`src/acs_pkg.sv`:
```
/*
 * Constants and types for the gain control and carrier sense configuration block.
 * Assumes a single clock domain and register access through the device register port.
 */
package acs_pkg;

	localparam logic [5:0] ACS_ADDR_TARGET = 6'h1b;
	localparam logic [5:0] ACS_ADDR_CTRL1  = 6'h1c;
	localparam logic [5:0] ACS_ADDR_CTRL0  = 6'h1d;

	localparam logic [2:0] ACS_TARGET_RST  = 3'h3;
	localparam logic [7:0] ACS_CTRL1_RST   = 8'h40;
	localparam logic [7:0] ACS_CTRL0_RST   = 8'h91;

	localparam int ACS_PRIO_BIT = 6;
	localparam int ACS_REL_LSB  = 4;
	localparam int ACS_ABS_LSB  = 0;
	localparam int ACS_HYST_LSB = 6;
	localparam int ACS_WAIT_LSB = 4;
	localparam int ACS_HOLD_LSB = 2;
	localparam int ACS_FLEN_LSB = 0;

	localparam logic [3:0] ACS_ABS_OFF     = 4'h8;
	localparam logic [2:0] ACS_GAIN_MAX    = 3'h7;
	localparam logic [9:0] ACS_GAIN_STEP   = 10'h003;
	localparam logic [9:0] ACS_REF_INIT    = 10'h3ff;
	localparam logic [1:0] ACS_HOLD_NONE   = 2'h0;
	localparam logic [1:0] ACS_HOLD_SYNC   = 2'h1;
	localparam logic [1:0] ACS_HOLD_ANALOG = 2'h2;
	localparam logic [1:0] ACS_HOLD_ALL    = 2'h3;

	typedef struct packed {
		logic [2:0] lna1;
		logic [2:0] second_front_amp_gain;
		logic [2:0] digital_variable_gain_stage;
	} acs_gain_t;

	typedef enum logic {ACS_MEASURE, ACS_SETTLE} acs_state_t;

	function automatic logic [9:0] acs_target_db(input logic [2:0] sel);
		case (sel)
			3'h0: acs_target_db = 10'h018;
			3'h1: acs_target_db = 10'h01b;
			3'h2: acs_target_db = 10'h01e;
			3'h3: acs_target_db = 10'h021;
			3'h4: acs_target_db = 10'h024;
			3'h5: acs_target_db = 10'h026;
			3'h6: acs_target_db = 10'h028;
			default: acs_target_db = 10'h02a;
		endcase
	endfunction

	// dead zone above and below target, equal at setting 0 and wider upward from setting 1 so gain drops less eagerly
	function automatic logic [9:0] acs_dz_hi(input logic [1:0] sel);
		case (sel)
			2'h0: acs_dz_hi = 10'h002;
			2'h1: acs_dz_hi = 10'h003;
			2'h2: acs_dz_hi = 10'h005;
			default: acs_dz_hi = 10'h008;
		endcase
	endfunction

	function automatic logic [9:0] acs_dz_lo(input logic [1:0] sel);
		case (sel)
			2'h0: acs_dz_lo = 10'h002;
			2'h1: acs_dz_lo = 10'h002;
			2'h2: acs_dz_lo = 10'h003;
			default: acs_dz_lo = 10'h004;
		endcase
	endfunction

endpackage

```
`src/acs_ctrl.sv`:
```
/*
 * Gain control loop and carrier sense detection with its three control registers.
 * Assumes channel filter amplitude samples in whole dB, synchronous to clk_in.
 */
`timescale 1ns/1ns

module acs_ctrl
	import acs_pkg::*;
(
	input  wire logic       clk_in,
	input  wire logic       reset_n_in,
	input  wire logic [5:0] reg_addr_in,
	input  wire logic       reg_wr_in,
	input  wire logic       reg_rd_in,
	input  wire logic [7:0] reg_wdata_in,
	output logic      [7:0] reg_rdata_out,
	input  wire logic       sample_valid_in,
	input  wire logic [7:0] sample_amp_in,
	input  wire logic       sync_found_in,
	input  wire logic       rx_restart_in,
	input  wire acs_gain_t  manual_gain_in,
	output acs_gain_t       gain_out,
	output logic      [7:0] avg_amp_out,
	output logic      [9:0] rssi_out,
	output logic            carrier_sense_out,
	output logic      [4:0] ook_boundary_db_out,
	output logic            gain_held_out
);

	logic [2:0]  target_amplitude_sel_q;
	logic [7:0]  ctrl1_q;
	logic [7:0]  ctrl0_q;
	logic [7:0]  rdata_q;
	acs_state_t  state_q;
	logic [6:0]  cnt_q;
	logic [13:0] acc_q;
	logic [7:0]  avg_q;
	acs_gain_t   gain_q;
	logic        sync_hold_q;
	logic [9:0]  ref_q;
	logic        cs_q;

	logic        gain_reduction_order_sel;
	logic [1:0]  cs_relative_threshold;
	logic [3:0]  cs_absolute_threshold;
	logic [1:0]  gain_hysteresis_sel;
	logic [1:0]  settle_sel;
	logic [1:0]  gain_hold_mode;
	logic [1:0]  avg_len_sel;

	assign gain_reduction_order_sel = ctrl1_q[ACS_PRIO_BIT];
	assign cs_relative_threshold    = ctrl1_q[ACS_REL_LSB +: 2];
	assign cs_absolute_threshold    = ctrl1_q[ACS_ABS_LSB +: 4];
	assign gain_hysteresis_sel      = ctrl0_q[ACS_HYST_LSB +: 2];
	assign settle_sel               = ctrl0_q[ACS_WAIT_LSB +: 2];
	assign gain_hold_mode           = ctrl0_q[ACS_HOLD_LSB +: 2];
	assign avg_len_sel              = ctrl0_q[ACS_FLEN_LSB +: 2];

	logic [6:0]  avg_len;
	logic [6:0]  settle_len;
	logic [13:0] sum_w;
	logic [7:0]  avg_now;
	logic        win_done;
	logic [9:0]  target_db;
	logic [9:0]  rssi_now;
	logic        too_high;
	logic        too_low;
	logic        analog_frozen;
	logic        digital_frozen;
	logic        analog_min;
	logic        analog_max;
	acs_gain_t   gain_d;
	logic        stepped;
	logic        cs_abs_w;
	logic        cs_rel_w;
	logic [9:0]  abs_thr;
	logic [9:0]  rel_thr;

	assign avg_len    = 7'h08 << avg_len_sel;
	assign settle_len = {2'h0, settle_sel, 3'h0} + 7'h08;
	assign sum_w      = acc_q + {6'h00, sample_amp_in};
	assign avg_now    = 8'(sum_w >> (3 + avg_len_sel));
	assign win_done   = sample_valid_in && (state_q == ACS_MEASURE) && (cnt_q == avg_len - 7'h01);
	assign target_db  = acs_target_db(target_amplitude_sel_q);

	// amplitude put back on the input scale by the gain already taken away
	assign rssi_now = {2'h0, avg_now} + ACS_GAIN_STEP * 10'(5'(3 * ACS_GAIN_MAX)
		- 5'(gain_q.lna1) - 5'(gain_q.second_front_amp_gain)
		- 5'(gain_q.digital_variable_gain_stage));

	assign too_high = {2'h0, avg_now} > target_db + acs_dz_hi(gain_hysteresis_sel);
	assign too_low  = {2'h0, avg_now} + acs_dz_lo(gain_hysteresis_sel) < target_db;

	assign analog_frozen  = (gain_hold_mode == ACS_HOLD_ANALOG) || (gain_hold_mode == ACS_HOLD_ALL)
		|| (gain_hold_mode == ACS_HOLD_SYNC && sync_hold_q);
	assign digital_frozen = (gain_hold_mode == ACS_HOLD_ALL)
		|| (gain_hold_mode == ACS_HOLD_SYNC && sync_hold_q);
	assign analog_min = (gain_q.lna1 == 3'h0) && (gain_q.second_front_amp_gain == 3'h0);
	assign analog_max = (gain_q.lna1 == ACS_GAIN_MAX) && (gain_q.second_front_amp_gain == ACS_GAIN_MAX);

	// increases undo reductions in reverse order: digital first, then analogue
	always_comb begin
		gain_d = gain_q;
		if (win_done && too_high) begin
			if (!analog_frozen && !analog_min) begin
				if (gain_reduction_order_sel) begin
					if (gain_q.lna1 != 3'h0) begin
						gain_d.lna1 = gain_q.lna1 - 3'h1;
					end else begin
						gain_d.second_front_amp_gain = gain_q.second_front_amp_gain - 3'h1;
					end
				end else begin
					if (gain_q.second_front_amp_gain != 3'h0) begin
						gain_d.second_front_amp_gain = gain_q.second_front_amp_gain - 3'h1;
					end else begin
						gain_d.lna1 = gain_q.lna1 - 3'h1;
					end
				end
			end else if (!digital_frozen && gain_q.digital_variable_gain_stage != 3'h0) begin
				gain_d.digital_variable_gain_stage = gain_q.digital_variable_gain_stage - 3'h1;
			end
		end else if (win_done && too_low) begin
			if (!digital_frozen && gain_q.digital_variable_gain_stage != ACS_GAIN_MAX) begin
				gain_d.digital_variable_gain_stage = gain_q.digital_variable_gain_stage + 3'h1;
			end else if (!analog_frozen && !analog_max) begin
				if (gain_reduction_order_sel) begin
					if (gain_q.second_front_amp_gain != ACS_GAIN_MAX) begin
						gain_d.second_front_amp_gain = gain_q.second_front_amp_gain + 3'h1;
					end else begin
						gain_d.lna1 = gain_q.lna1 + 3'h1;
					end
				end else begin
					if (gain_q.lna1 != ACS_GAIN_MAX) begin
						gain_d.lna1 = gain_q.lna1 + 3'h1;
					end else begin
						gain_d.second_front_amp_gain = gain_q.second_front_amp_gain + 3'h1;
					end
				end
			end
		end
	end

	assign stepped = (gain_d != gain_q) && (gain_hold_mode != ACS_HOLD_ALL);

	// register port
	always_ff @(posedge clk_in) begin
		if (!reset_n_in) begin
			target_amplitude_sel_q <= ACS_TARGET_RST;
			ctrl1_q                <= ACS_CTRL1_RST;
			ctrl0_q                <= ACS_CTRL0_RST;
		end else if (reg_wr_in) begin
			case (reg_addr_in)
				ACS_ADDR_TARGET: target_amplitude_sel_q <= reg_wdata_in[2:0];
				ACS_ADDR_CTRL1:  ctrl1_q <= {1'b0, reg_wdata_in[6:0]};
				ACS_ADDR_CTRL0:  ctrl0_q <= reg_wdata_in;
				default: ;
			endcase
		end
	end

	// other fields of the target register belong elsewhere and read as zero here
	always_ff @(posedge clk_in) begin
		if (!reset_n_in) begin
			rdata_q <= 8'h00;
		end else if (reg_rd_in) begin
			case (reg_addr_in)
				ACS_ADDR_TARGET: rdata_q <= {5'h00, target_amplitude_sel_q};
				ACS_ADDR_CTRL1:  rdata_q <= ctrl1_q;
				ACS_ADDR_CTRL0:  rdata_q <= ctrl0_q;
				default:         rdata_q <= 8'h00;
			endcase
		end
	end

	// averaging window and post-step settling
	always_ff @(posedge clk_in) begin
		if (!reset_n_in) begin
			state_q <= ACS_MEASURE;
			cnt_q   <= 7'h00;
			acc_q   <= 14'h0000;
			avg_q   <= 8'h00;
		end else if (rx_restart_in) begin
			state_q <= ACS_MEASURE;
			cnt_q   <= 7'h00;
			acc_q   <= 14'h0000;
		end else if (sample_valid_in) begin
			case (state_q)
				ACS_MEASURE: begin
					if (win_done) begin
						avg_q   <= avg_now;
						cnt_q   <= 7'h00;
						acc_q   <= 14'h0000;
						state_q <= stepped ? ACS_SETTLE : ACS_MEASURE;
					end else begin
						cnt_q <= cnt_q + 7'h01;
						acc_q <= sum_w;
					end
				end
				ACS_SETTLE: begin
					if (cnt_q == settle_len - 7'h01) begin
						cnt_q   <= 7'h00;
						state_q <= ACS_MEASURE;
					end else begin
						cnt_q <= cnt_q + 7'h01;
					end
				end
				default: state_q <= ACS_MEASURE;
			endcase
		end
	end

	// gain setting
	always_ff @(posedge clk_in) begin
		if (!reset_n_in) begin
			gain_q <= '{ACS_GAIN_MAX, ACS_GAIN_MAX, ACS_GAIN_MAX};
		end else if (gain_hold_mode == ACS_HOLD_ALL) begin
			gain_q <= manual_gain_in;
		end else begin
			gain_q <= gain_d;
		end
	end

	// sync hold; a sync in the restart cycle still wins
	always_ff @(posedge clk_in) begin
		if (!reset_n_in) begin
			sync_hold_q <= 1'b0;
		end else if (sync_found_in && gain_hold_mode == ACS_HOLD_SYNC) begin
			sync_hold_q <= 1'b1;
		end else if (rx_restart_in) begin
			sync_hold_q <= 1'b0;
		end
	end

	// carrier sense
	assign abs_thr  = target_db + {{6{cs_absolute_threshold[3]}}, cs_absolute_threshold};
	assign cs_abs_w = (cs_absolute_threshold != ACS_ABS_OFF) && (rssi_now >= abs_thr);
	assign rel_thr  = (ref_q == ACS_REF_INIT) ? ACS_REF_INIT
		: ref_q + {6'h0, cs_relative_threshold, 2'h0} + 10'h002;
	assign cs_rel_w = (cs_relative_threshold != 2'h0) && (rssi_now >= rel_thr);

	// reference is the quietest level since restart; a strong start never counts as a rise
	always_ff @(posedge clk_in) begin
		if (!reset_n_in) begin
			ref_q <= ACS_REF_INIT;
			cs_q  <= 1'b0;
		end else if (rx_restart_in) begin
			ref_q <= ACS_REF_INIT;
			cs_q  <= 1'b0;
		end else if (win_done) begin
			if (rssi_now < ref_q) begin
				ref_q <= rssi_now;
			end
			cs_q <= cs_abs_w || cs_rel_w;
		end
	end

	assign reg_rdata_out       = rdata_q;
	assign gain_out            = gain_q;
	assign avg_amp_out         = avg_q;
	assign rssi_out            = rssi_now;
	assign carrier_sense_out   = cs_q;
	assign ook_boundary_db_out = {1'b0, avg_len_sel, 2'h0} + 5'h04;
	assign gain_held_out       = digital_frozen;
endmodule // acs_ctrl

```
`config.mk`:
```
export PLATFORM = sky130hd
export DESIGN_NAME = acs_ctrl
export DESIGN_NICKNAME = d
export VERILOG_FILES = /design/src/acs_pkg.sv /design/src/acs_ctrl.sv
export SDC_FILE = /design/constraint.sdc
export NUM_CORES = 1
export LEC_CHECK = 0
export BUFFER_PORTS_ARGS = -buffer_cell sky130_fd_sc_hd__buf_4
export CAP_MARGIN = 20
export CORE_MARGIN = 2
export CORE_UTILIZATION = 45
export CTS_BUF_LIST = sky130_fd_sc_hd__clkbuf_8
export CTS_CLUSTER_DIAMETER = 30
export DETAILED_ROUTE_END_ITERATION = 8
export PLACE_DENSITY = 0.72
export SYNTH_ARGS = -nofsm -noshare
export SYNTH_HDL_FRONTEND = slang
export SYNTH_SLANG_ARGS = --single-unit
```
`constraint.sdc`:
```
create_clock -name clk_in -period 14.2 [get_ports clk_in]
set_input_delay 0 -clock clk_in [delete_from_list [all_inputs] [get_ports clk_in]]
set_output_delay 0 -clock clk_in [all_outputs]
set_load 0.03 [all_outputs]
```
Word-level counts from Yosys, hierarchy flattened
Index checks and enable logic that the tools add are counted.
Widths: inputs -> output; s select.
{"block": "classes", "n_addsub": 22, "multipliers": 1, "magnitude_cmp": 5, "eq_ne": 25, "shifts": 2, "mux": 34, "bitwise": 3, "reduce_logical": 40}
{"cell": "$pmux 6 s7", "count": 1}
{"cell": "$mux 3", "count": 11}
{"cell": "$mux 6", "count": 5}
{"cell": "$mux 9", "count": 3}
{"cell": "$pmux 8 s3", "count": 1}
{"cell": "$add 10x10->10", "count": 2}
{"cell": "$add 8x10->10", "count": 2}
{"cell": "$ge 10x10->1", "count": 2}
{"cell": "$lt 10x10->1", "count": 2}
{"cell": "$eq 6x5->1 const B", "count": 3}
{"cell": "$eq 3x3->1 const B", "count": 5}
{"cell": "$logic_and 1x1->1", "count": 15}
{"cell": "$add 14x8->14", "count": 1}
{"cell": "$eq 7x7->1", "count": 2}
{"cell": "$mux 14", "count": 1}
{"cell": "$mux 7", "count": 2}
{"cell": "$pmux 7 s2", "count": 1}
{"cell": "$shr 14x3->8", "count": 1}
{"cell": "$pmux 4 s3", "count": 1}
{"cell": "$add 10x2->10 const B", "count": 1}
{"cell": "$add 10x4->10", "count": 1}
{"cell": "$eq 10x10->1 const B", "count": 1}
{"cell": "$gt 8x10->1", "count": 1}
{"cell": "$mul 2x10->10 const A", "count": 1}
{"cell": "34 further kinds", "count": 66}
{"block": "totals", "ff_bits": 77, "inputBits": 38, "out_inout_bits": 42, "wordCells": 146}

Longest topological paths before layout
{"block": "depth", "depth_word": 14, "mapped_depth": 27, "mapped_depth_nobuf": 26}

Least setup slack after synthesis
Ideal clock, no wire load.
{"block": "synth_timing", "path_kind": "reg-to-reg", "start": "register acc_q[0]", "end": "register ref_q[4]", "setup_ns": 0.130, "t_arrival_ns": 6.149, "required_time_ns": 14.070, "setup_slack_ns": 7.922, "path_stages_with_launch": 26, "n_path_buf": 2, "period_less_slack_ns": 6.278, "path_cell_list": "dfxtp_1 ha_1 inv_1 fa_1 nand2b_1 a211o_4 and2_4 buf_6 o31a_4 a221oi_4 fa_1 fa_1 a21oi_1 nor2_1 nor2_1 nor2b_1 o21a_1 o21ai_0 a21oi_1 xnor2_1 ha_1 a211oi_1 o21ai_0 clkbuf_1 mux2i_1 nand2_1"}
{"block": "synth_between", "elab_chain_len": 5}
{"element": "from (decl)", "line": "acs_ctrl.sv:36", "rtl": "logic [13:0] acc_q;"}
{"element": "from (signal assigned)", "line": "acs_ctrl.sv:196", "rtl": "acc_q <= sum_w;"}
{"element": "$add 14x8->14", "line": "acs_ctrl.sv:81", "rtl": "assign sum_w = acc_q + {6'h00, sample_amp_in};"}
{"element": "$shr 14x3->8", "line": "acs_ctrl.sv:82", "rtl": "assign avg_now = 8'(sum_w >> (3 + avg_len_sel));"}
{"element": "via avg_now[2]", "line": "acs_ctrl.sv:62", "rtl": "logic [7:0] avg_now;"}
{"element": "$add 8x10->10", "line": "acs_ctrl.sv:87", "rtl": "assign rssi_now = {2'h0, avg_now} + ACS_GAIN_STEP * 10'(5'(3 * ACS_GAIN_MAX)"}
{"element": "via rssi_out[9]", "line": "acs_ctrl.sv:24", "rtl": "output logic [9:0] rssi_out,"}
{"element": "$lt 10x10->1", "line": "acs_ctrl.sv:250", "rtl": "if (rssi_now < ref_q) begin"}
{"element": "$reduce_and 2->1 (no source line)"}
{"element": "to (signal assigned)", "line": "acs_ctrl.sv:251", "rtl": "ref_q <= rssi_now;"}
{"element": "to (decl)", "line": "acs_ctrl.sv:40", "rtl": "logic [9:0] ref_q;"}
The timed path passes the listed nets, and every way through them passes these cells.
A chain may end at the register's enable or synchronous reset.

Worst setup path in the final report
{"block": "layout_timing", "start": "register acc_q[0]", "end": "register gain_q, in the netlist gain_out[0]"}
{"block": "layout_between", "elab_chain_len": 8, "elab_cells_between_ends": 10, "cone_classes": "2 x add/sub; 2 x order compare; 1 x shift; 3 x mux; 2 x reduce/logical"}
{"element": "$add 14x8->14 (*)", "line": "acs_ctrl.sv:81"}
{"element": "$shr 14x3->8 (*)", "line": "acs_ctrl.sv:82"}
{"element": "via avg_now[0]", "line": "acs_ctrl.sv:62"}
{"element": "$add 8x10->10", "line": "acs_ctrl.sv:92", "rtl": "assign too_low = {2'h0, avg_now} + acs_dz_lo(gain_hysteresis_sel) < target_db;"}
{"element": "$lt 10x10->1", "line": "acs_ctrl.sv:92"}
{"element": "$logic_and 1x1->1", "line": "acs_ctrl.sv:122", "rtl": "end else if (win_done && too_low) begin"}
{"element": "$mux 9", "line": "acs_ctrl.sv:122"}
{"element": "$mux 9 (*)", "line": "acs_ctrl.sv:104", "rtl": "if (win_done && too_high) begin"}
{"element": "$mux 9 (*)", "line": "acs_ctrl.sv:216", "rtl": "end else if (gain_hold_mode == ACS_HOLD_ALL) begin"}
{"element": "to (signal assigned)", "line": "acs_ctrl.sv:215", "rtl": "gain_q <= '{ACS_GAIN_MAX, ACS_GAIN_MAX, ACS_GAIN_MAX};"}
{"element": "to (signal assigned)", "line": "acs_ctrl.sv:217", "rtl": "gain_q <= manual_gain_in;"}
{"element": "to (signal assigned)", "line": "acs_ctrl.sv:219", "rtl": "gain_q <= gain_d;"}
{"element": "to (decl)", "line": "acs_ctrl.sv:38", "rtl": "acs_gain_t gain_q;"}
The timed path passes the listed nets; every way through them passes the cells marked *.

==> flow_metrics.tcl <==
set metrics [dict create \
    hold_depth 4 \
    clockBufferDepth 2 \
    detail_route.wl_per_cell_um 16.35 \
    coreArea_mm2 0.01641 \
    met2_usage_pct 37.48 \
    start_util_pct 45.41 \
    dp_slack_ns 7.675 \
    use_met3_pct 3.410 \
    leakage_nw 4.156 \
    grt_max_degree 36 \
    hp-start "reg_addr_in[2]" \
    dieArea_mm2 0.01760 \
    dpl.cell_count 1192 \
    holdPathEnd "target_amplitude_sel_q[2]$_SDFFE_PN0P_" \
    r2r-end "gain_out[0]$_SDFF_PN1_" \
    first_pass_iters 5 \
    placed_cell_area_mm2 0.008164 \
    ys_types 76 \
    critPathCaptureType "flop" \
    drt_iter0_drc 531 \
    viasPerCell 5.693 \
    gp_congestion 0.9069 \
    drv_slew 0 \
    nets 1172 \
    post-route-period-util_pct 47.03 \
    dpl.hpwl_um 15490 \
    relSlewSlack_pct 32.11 \
    hold_viol 0 \
    multi_input_area_mm2 0.005465 \
    max_clock_freq_mhz 149.8 \
    yosys-top-cells-count "ha_1, nand2_1, dfxtp_1, a21oi_1, nor2_1" \
    grt-ovfl-total 0 \
    ff_latch_area_mm2 0.001541 \
    power_density_mw_per_mm2 60.39 \
    grt-busiest-layer "met2" \
    antenna_found_initial 0 \
    synth_edf_count 0 \
    clkSinkCount 77 \
    tns_ns 0 \
    setup_slack_ns 7.522 \
    crit_fanout 8 \
    critical_path_arrival_ns 6.96 \
    cts_tree "done" \
    postLayoutCellArea_mm2 0.008740 \
    cts-htree-levels 3 \
    vias 7076 \
    grt_pass1_wl_um 33290 \
    final_core_util_pct 53.27 \
    setup_viol 0 \
    synthFlopType "dfxtp_1" \
    n_fill_cell 1539 \
    drv_cap 0 \
    io_buffers 77 \
    async_flop_share_pct 0 \
    timing_worst_setup_path_type "reg -> reg" \
    synth_seq_cells 77 \
    grt_use_total_pct 23.34 \
    synth.most_common_cell "ha_1" \
    yosysTopAreaCellShare_pct 20.69 \
    rsz0062_at_grt "false" \
    synthesis.area_mm2 0.007451 \
    r2r_slack_ns 7.52 \
    hold_path_class "in -> reg" \
    worstPathRequired_ns 14.48 \
    synthCells 931 \
    finalClockSkew_ns 0.008684 \
    cts-resized-gates 0 \
    r2r_start "acc_q[0]$_SDFFE_PP0P_" \
    startpoint_type "flop" \
    yosysTopAreaCell "dfxtp_1" \
    avgSynthCellArea_um2 8.003 \
    cts_buffers 9 \
    clock_latency_ns 0.39 \
    die_w_um 132.7 \
    ant_nets 0 \
    yosysSeqAreaShare_pct 20.69 \
    routed_wl_um 20330 \
    drc 0 \
    final_cell_count_no_fill 1243 \
    layout_min_cycle_time_ns 6.678 \
    r2r_cells 25 \
    ioPinCount 80 \
    worst_slew_pin_slew_ns 1.015 \
    synthTopCellsByArea "dfxtp_1, ha_1, a21oi_1" \
    area_growth_pct 17.30 \
    grt_pass1_vias 6613 \
    die_y_um 132.7 \
    rows 47 \
    use_met1_pct 31.13 \
    peakVddDrop_mv 0.05107 \
    cts-root-buf "clkbuf_8" \
    yosysWarnings 0 \
    status "finished, final reports clean" \
    drive_gt1_share_pct 12.41 \
    clkTransAtPathRegs_ns 0.09 \
    num_antenna_cells 0 \
]
[worst max-delay path by stage]
stage / from / to / slack (ns) / cells after the start
final: acc_q[0]$_SDFFE_PP0P_ / gain_out[0]$_SDFF_PN1_ / 7.52 / 25
after CTS: acc_q[0]$_SDFFE_PP0P_ / gain_out[0]$_SDFF_PN1_ / 7.61 / 25
after floorplan: acc_q[0]$_SDFFE_PP0P_ / ref_q[4]$_SDFFE_PP1P_ / 7.92 / 25
after global routing: acc_q[0]$_SDFFE_PP0P_ / gain_out[0]$_SDFF_PN1_ / 7.09 / 25
after global placement: acc_q[0]$_SDFFE_PP0P_ / ref_q[3]$_SDFFE_PP1P_ / 7.87 / 24
after detailed placement: acc_q[0]$_SDFFE_PP0P_ / ref_q[5]$_SDFFE_PP1P_ / 7.67 / 24
[per-stage QoR]
stage	hold WS, ns	power [mW]
detailed placement	0.2137	0.3312
CTS	0.002839	0.5312
global placement	0.2161	0.3297
global route	0.05735	0.5490
finish	0.01480	0.5278
floorplan	0.1181	0.2996
[cells by family (layout without fill, tap and decap cells)]
kind of cell | after synthesis | in the layout | synth area share [%]
mux | 35 | 35 | 4.836
buf+inv | 114 | 205 | 6.012
xor+xnor | 47 | 47 | 5.525
simple gates | 300 | 300 | 20.07
fa+ha+maj | 115 | 115 | 20.82
flops | 77 | 77 | 20.69
compound gates | 241 | 241 | 21.95
other cells | 2 | 3 | 0.1008
[worst max-delay path, cell delays in order, from the launching register on]
cell	delay [ns]
dfxtp_1	0.34
ha_1	0.18
inv_1	0.06
fa_1	0.37
nand2b_1	0.21
a211o_4	0.38
and2_4	0.18
a31oi_1	0.19
o21ai_0	0.11
a21oi_1	0.53
ha_1	0.32
a21oi_1	0.11
o21ai_0	0.32
xnor2_1	0.18
ha_1	0.25
or2_2	0.27
a21oi_1	0.14
a21oi_1	0.06
a211oi_1	0.38
and3_1	0.24
o2111ai_1	0.13
mux2i_1	0.52
a31oi_1	0.24
xnor2_1	0.19
o211ai_1	0.09
dlygate4sd3_1	0.57
[sequential cells by signal, indices dropped and copies added (netlist names), 7 cells and up]
name           count
acc_q             14
ref_q             10
gain_out           9
avg_amp_out        8
ctrl0_q            8
reg_rdata_out      8
cnt_q              7
ctrl1_q            7
[layout make-up]
class	instances	area share, %
clock buffer	10	1.575
multi-input combinational	741	62.53
clock inverter	5	0.8733
tap	220	3.150
sequential	77	17.64
timing repair buffer	117	11.10
inverter	73	3.135
[placed cells by master, fill, tap and decap left out, types with 13 or more instances in the layout]
cell and n:
fa_1 15, inv_1 71, dfxtp_1 77, dlygate4sd3_1 35, mux2i_1 27, xor2_1 19, ha_1 100, buf_4 81
o21ai_0 41, nor3_1 13, a211oi_1 15, nand2b_1 27, xnor2_1 28, nand2_1 79, nor2_1 72, a21o_1 24
a31oi_1 13, a21oi_1 72, nand3_1 37
[repair_timing]
action	CTS	global route
endpoints found under the hold margin	40	0
hold buffers	35	0
buffers inserted	0	0
[layer usage]
layer,vias to the layer above,share of wire (%)
li1,3498,-
met1,3334,46
met2,199,46
met3,45,4.9
met4,0,3.3
met5,-,0
[where the power goes]
group	total, mW	switching [mW]	internal (mW)
Sequential	0.219	0.00160	0.218
Combinational	0.113	0.0645	0.0487
Clock	0.195	0.0934	0.102
Total	0.528	0.159	0.368
Note: power is estimated with default switching activity, not from simulation.
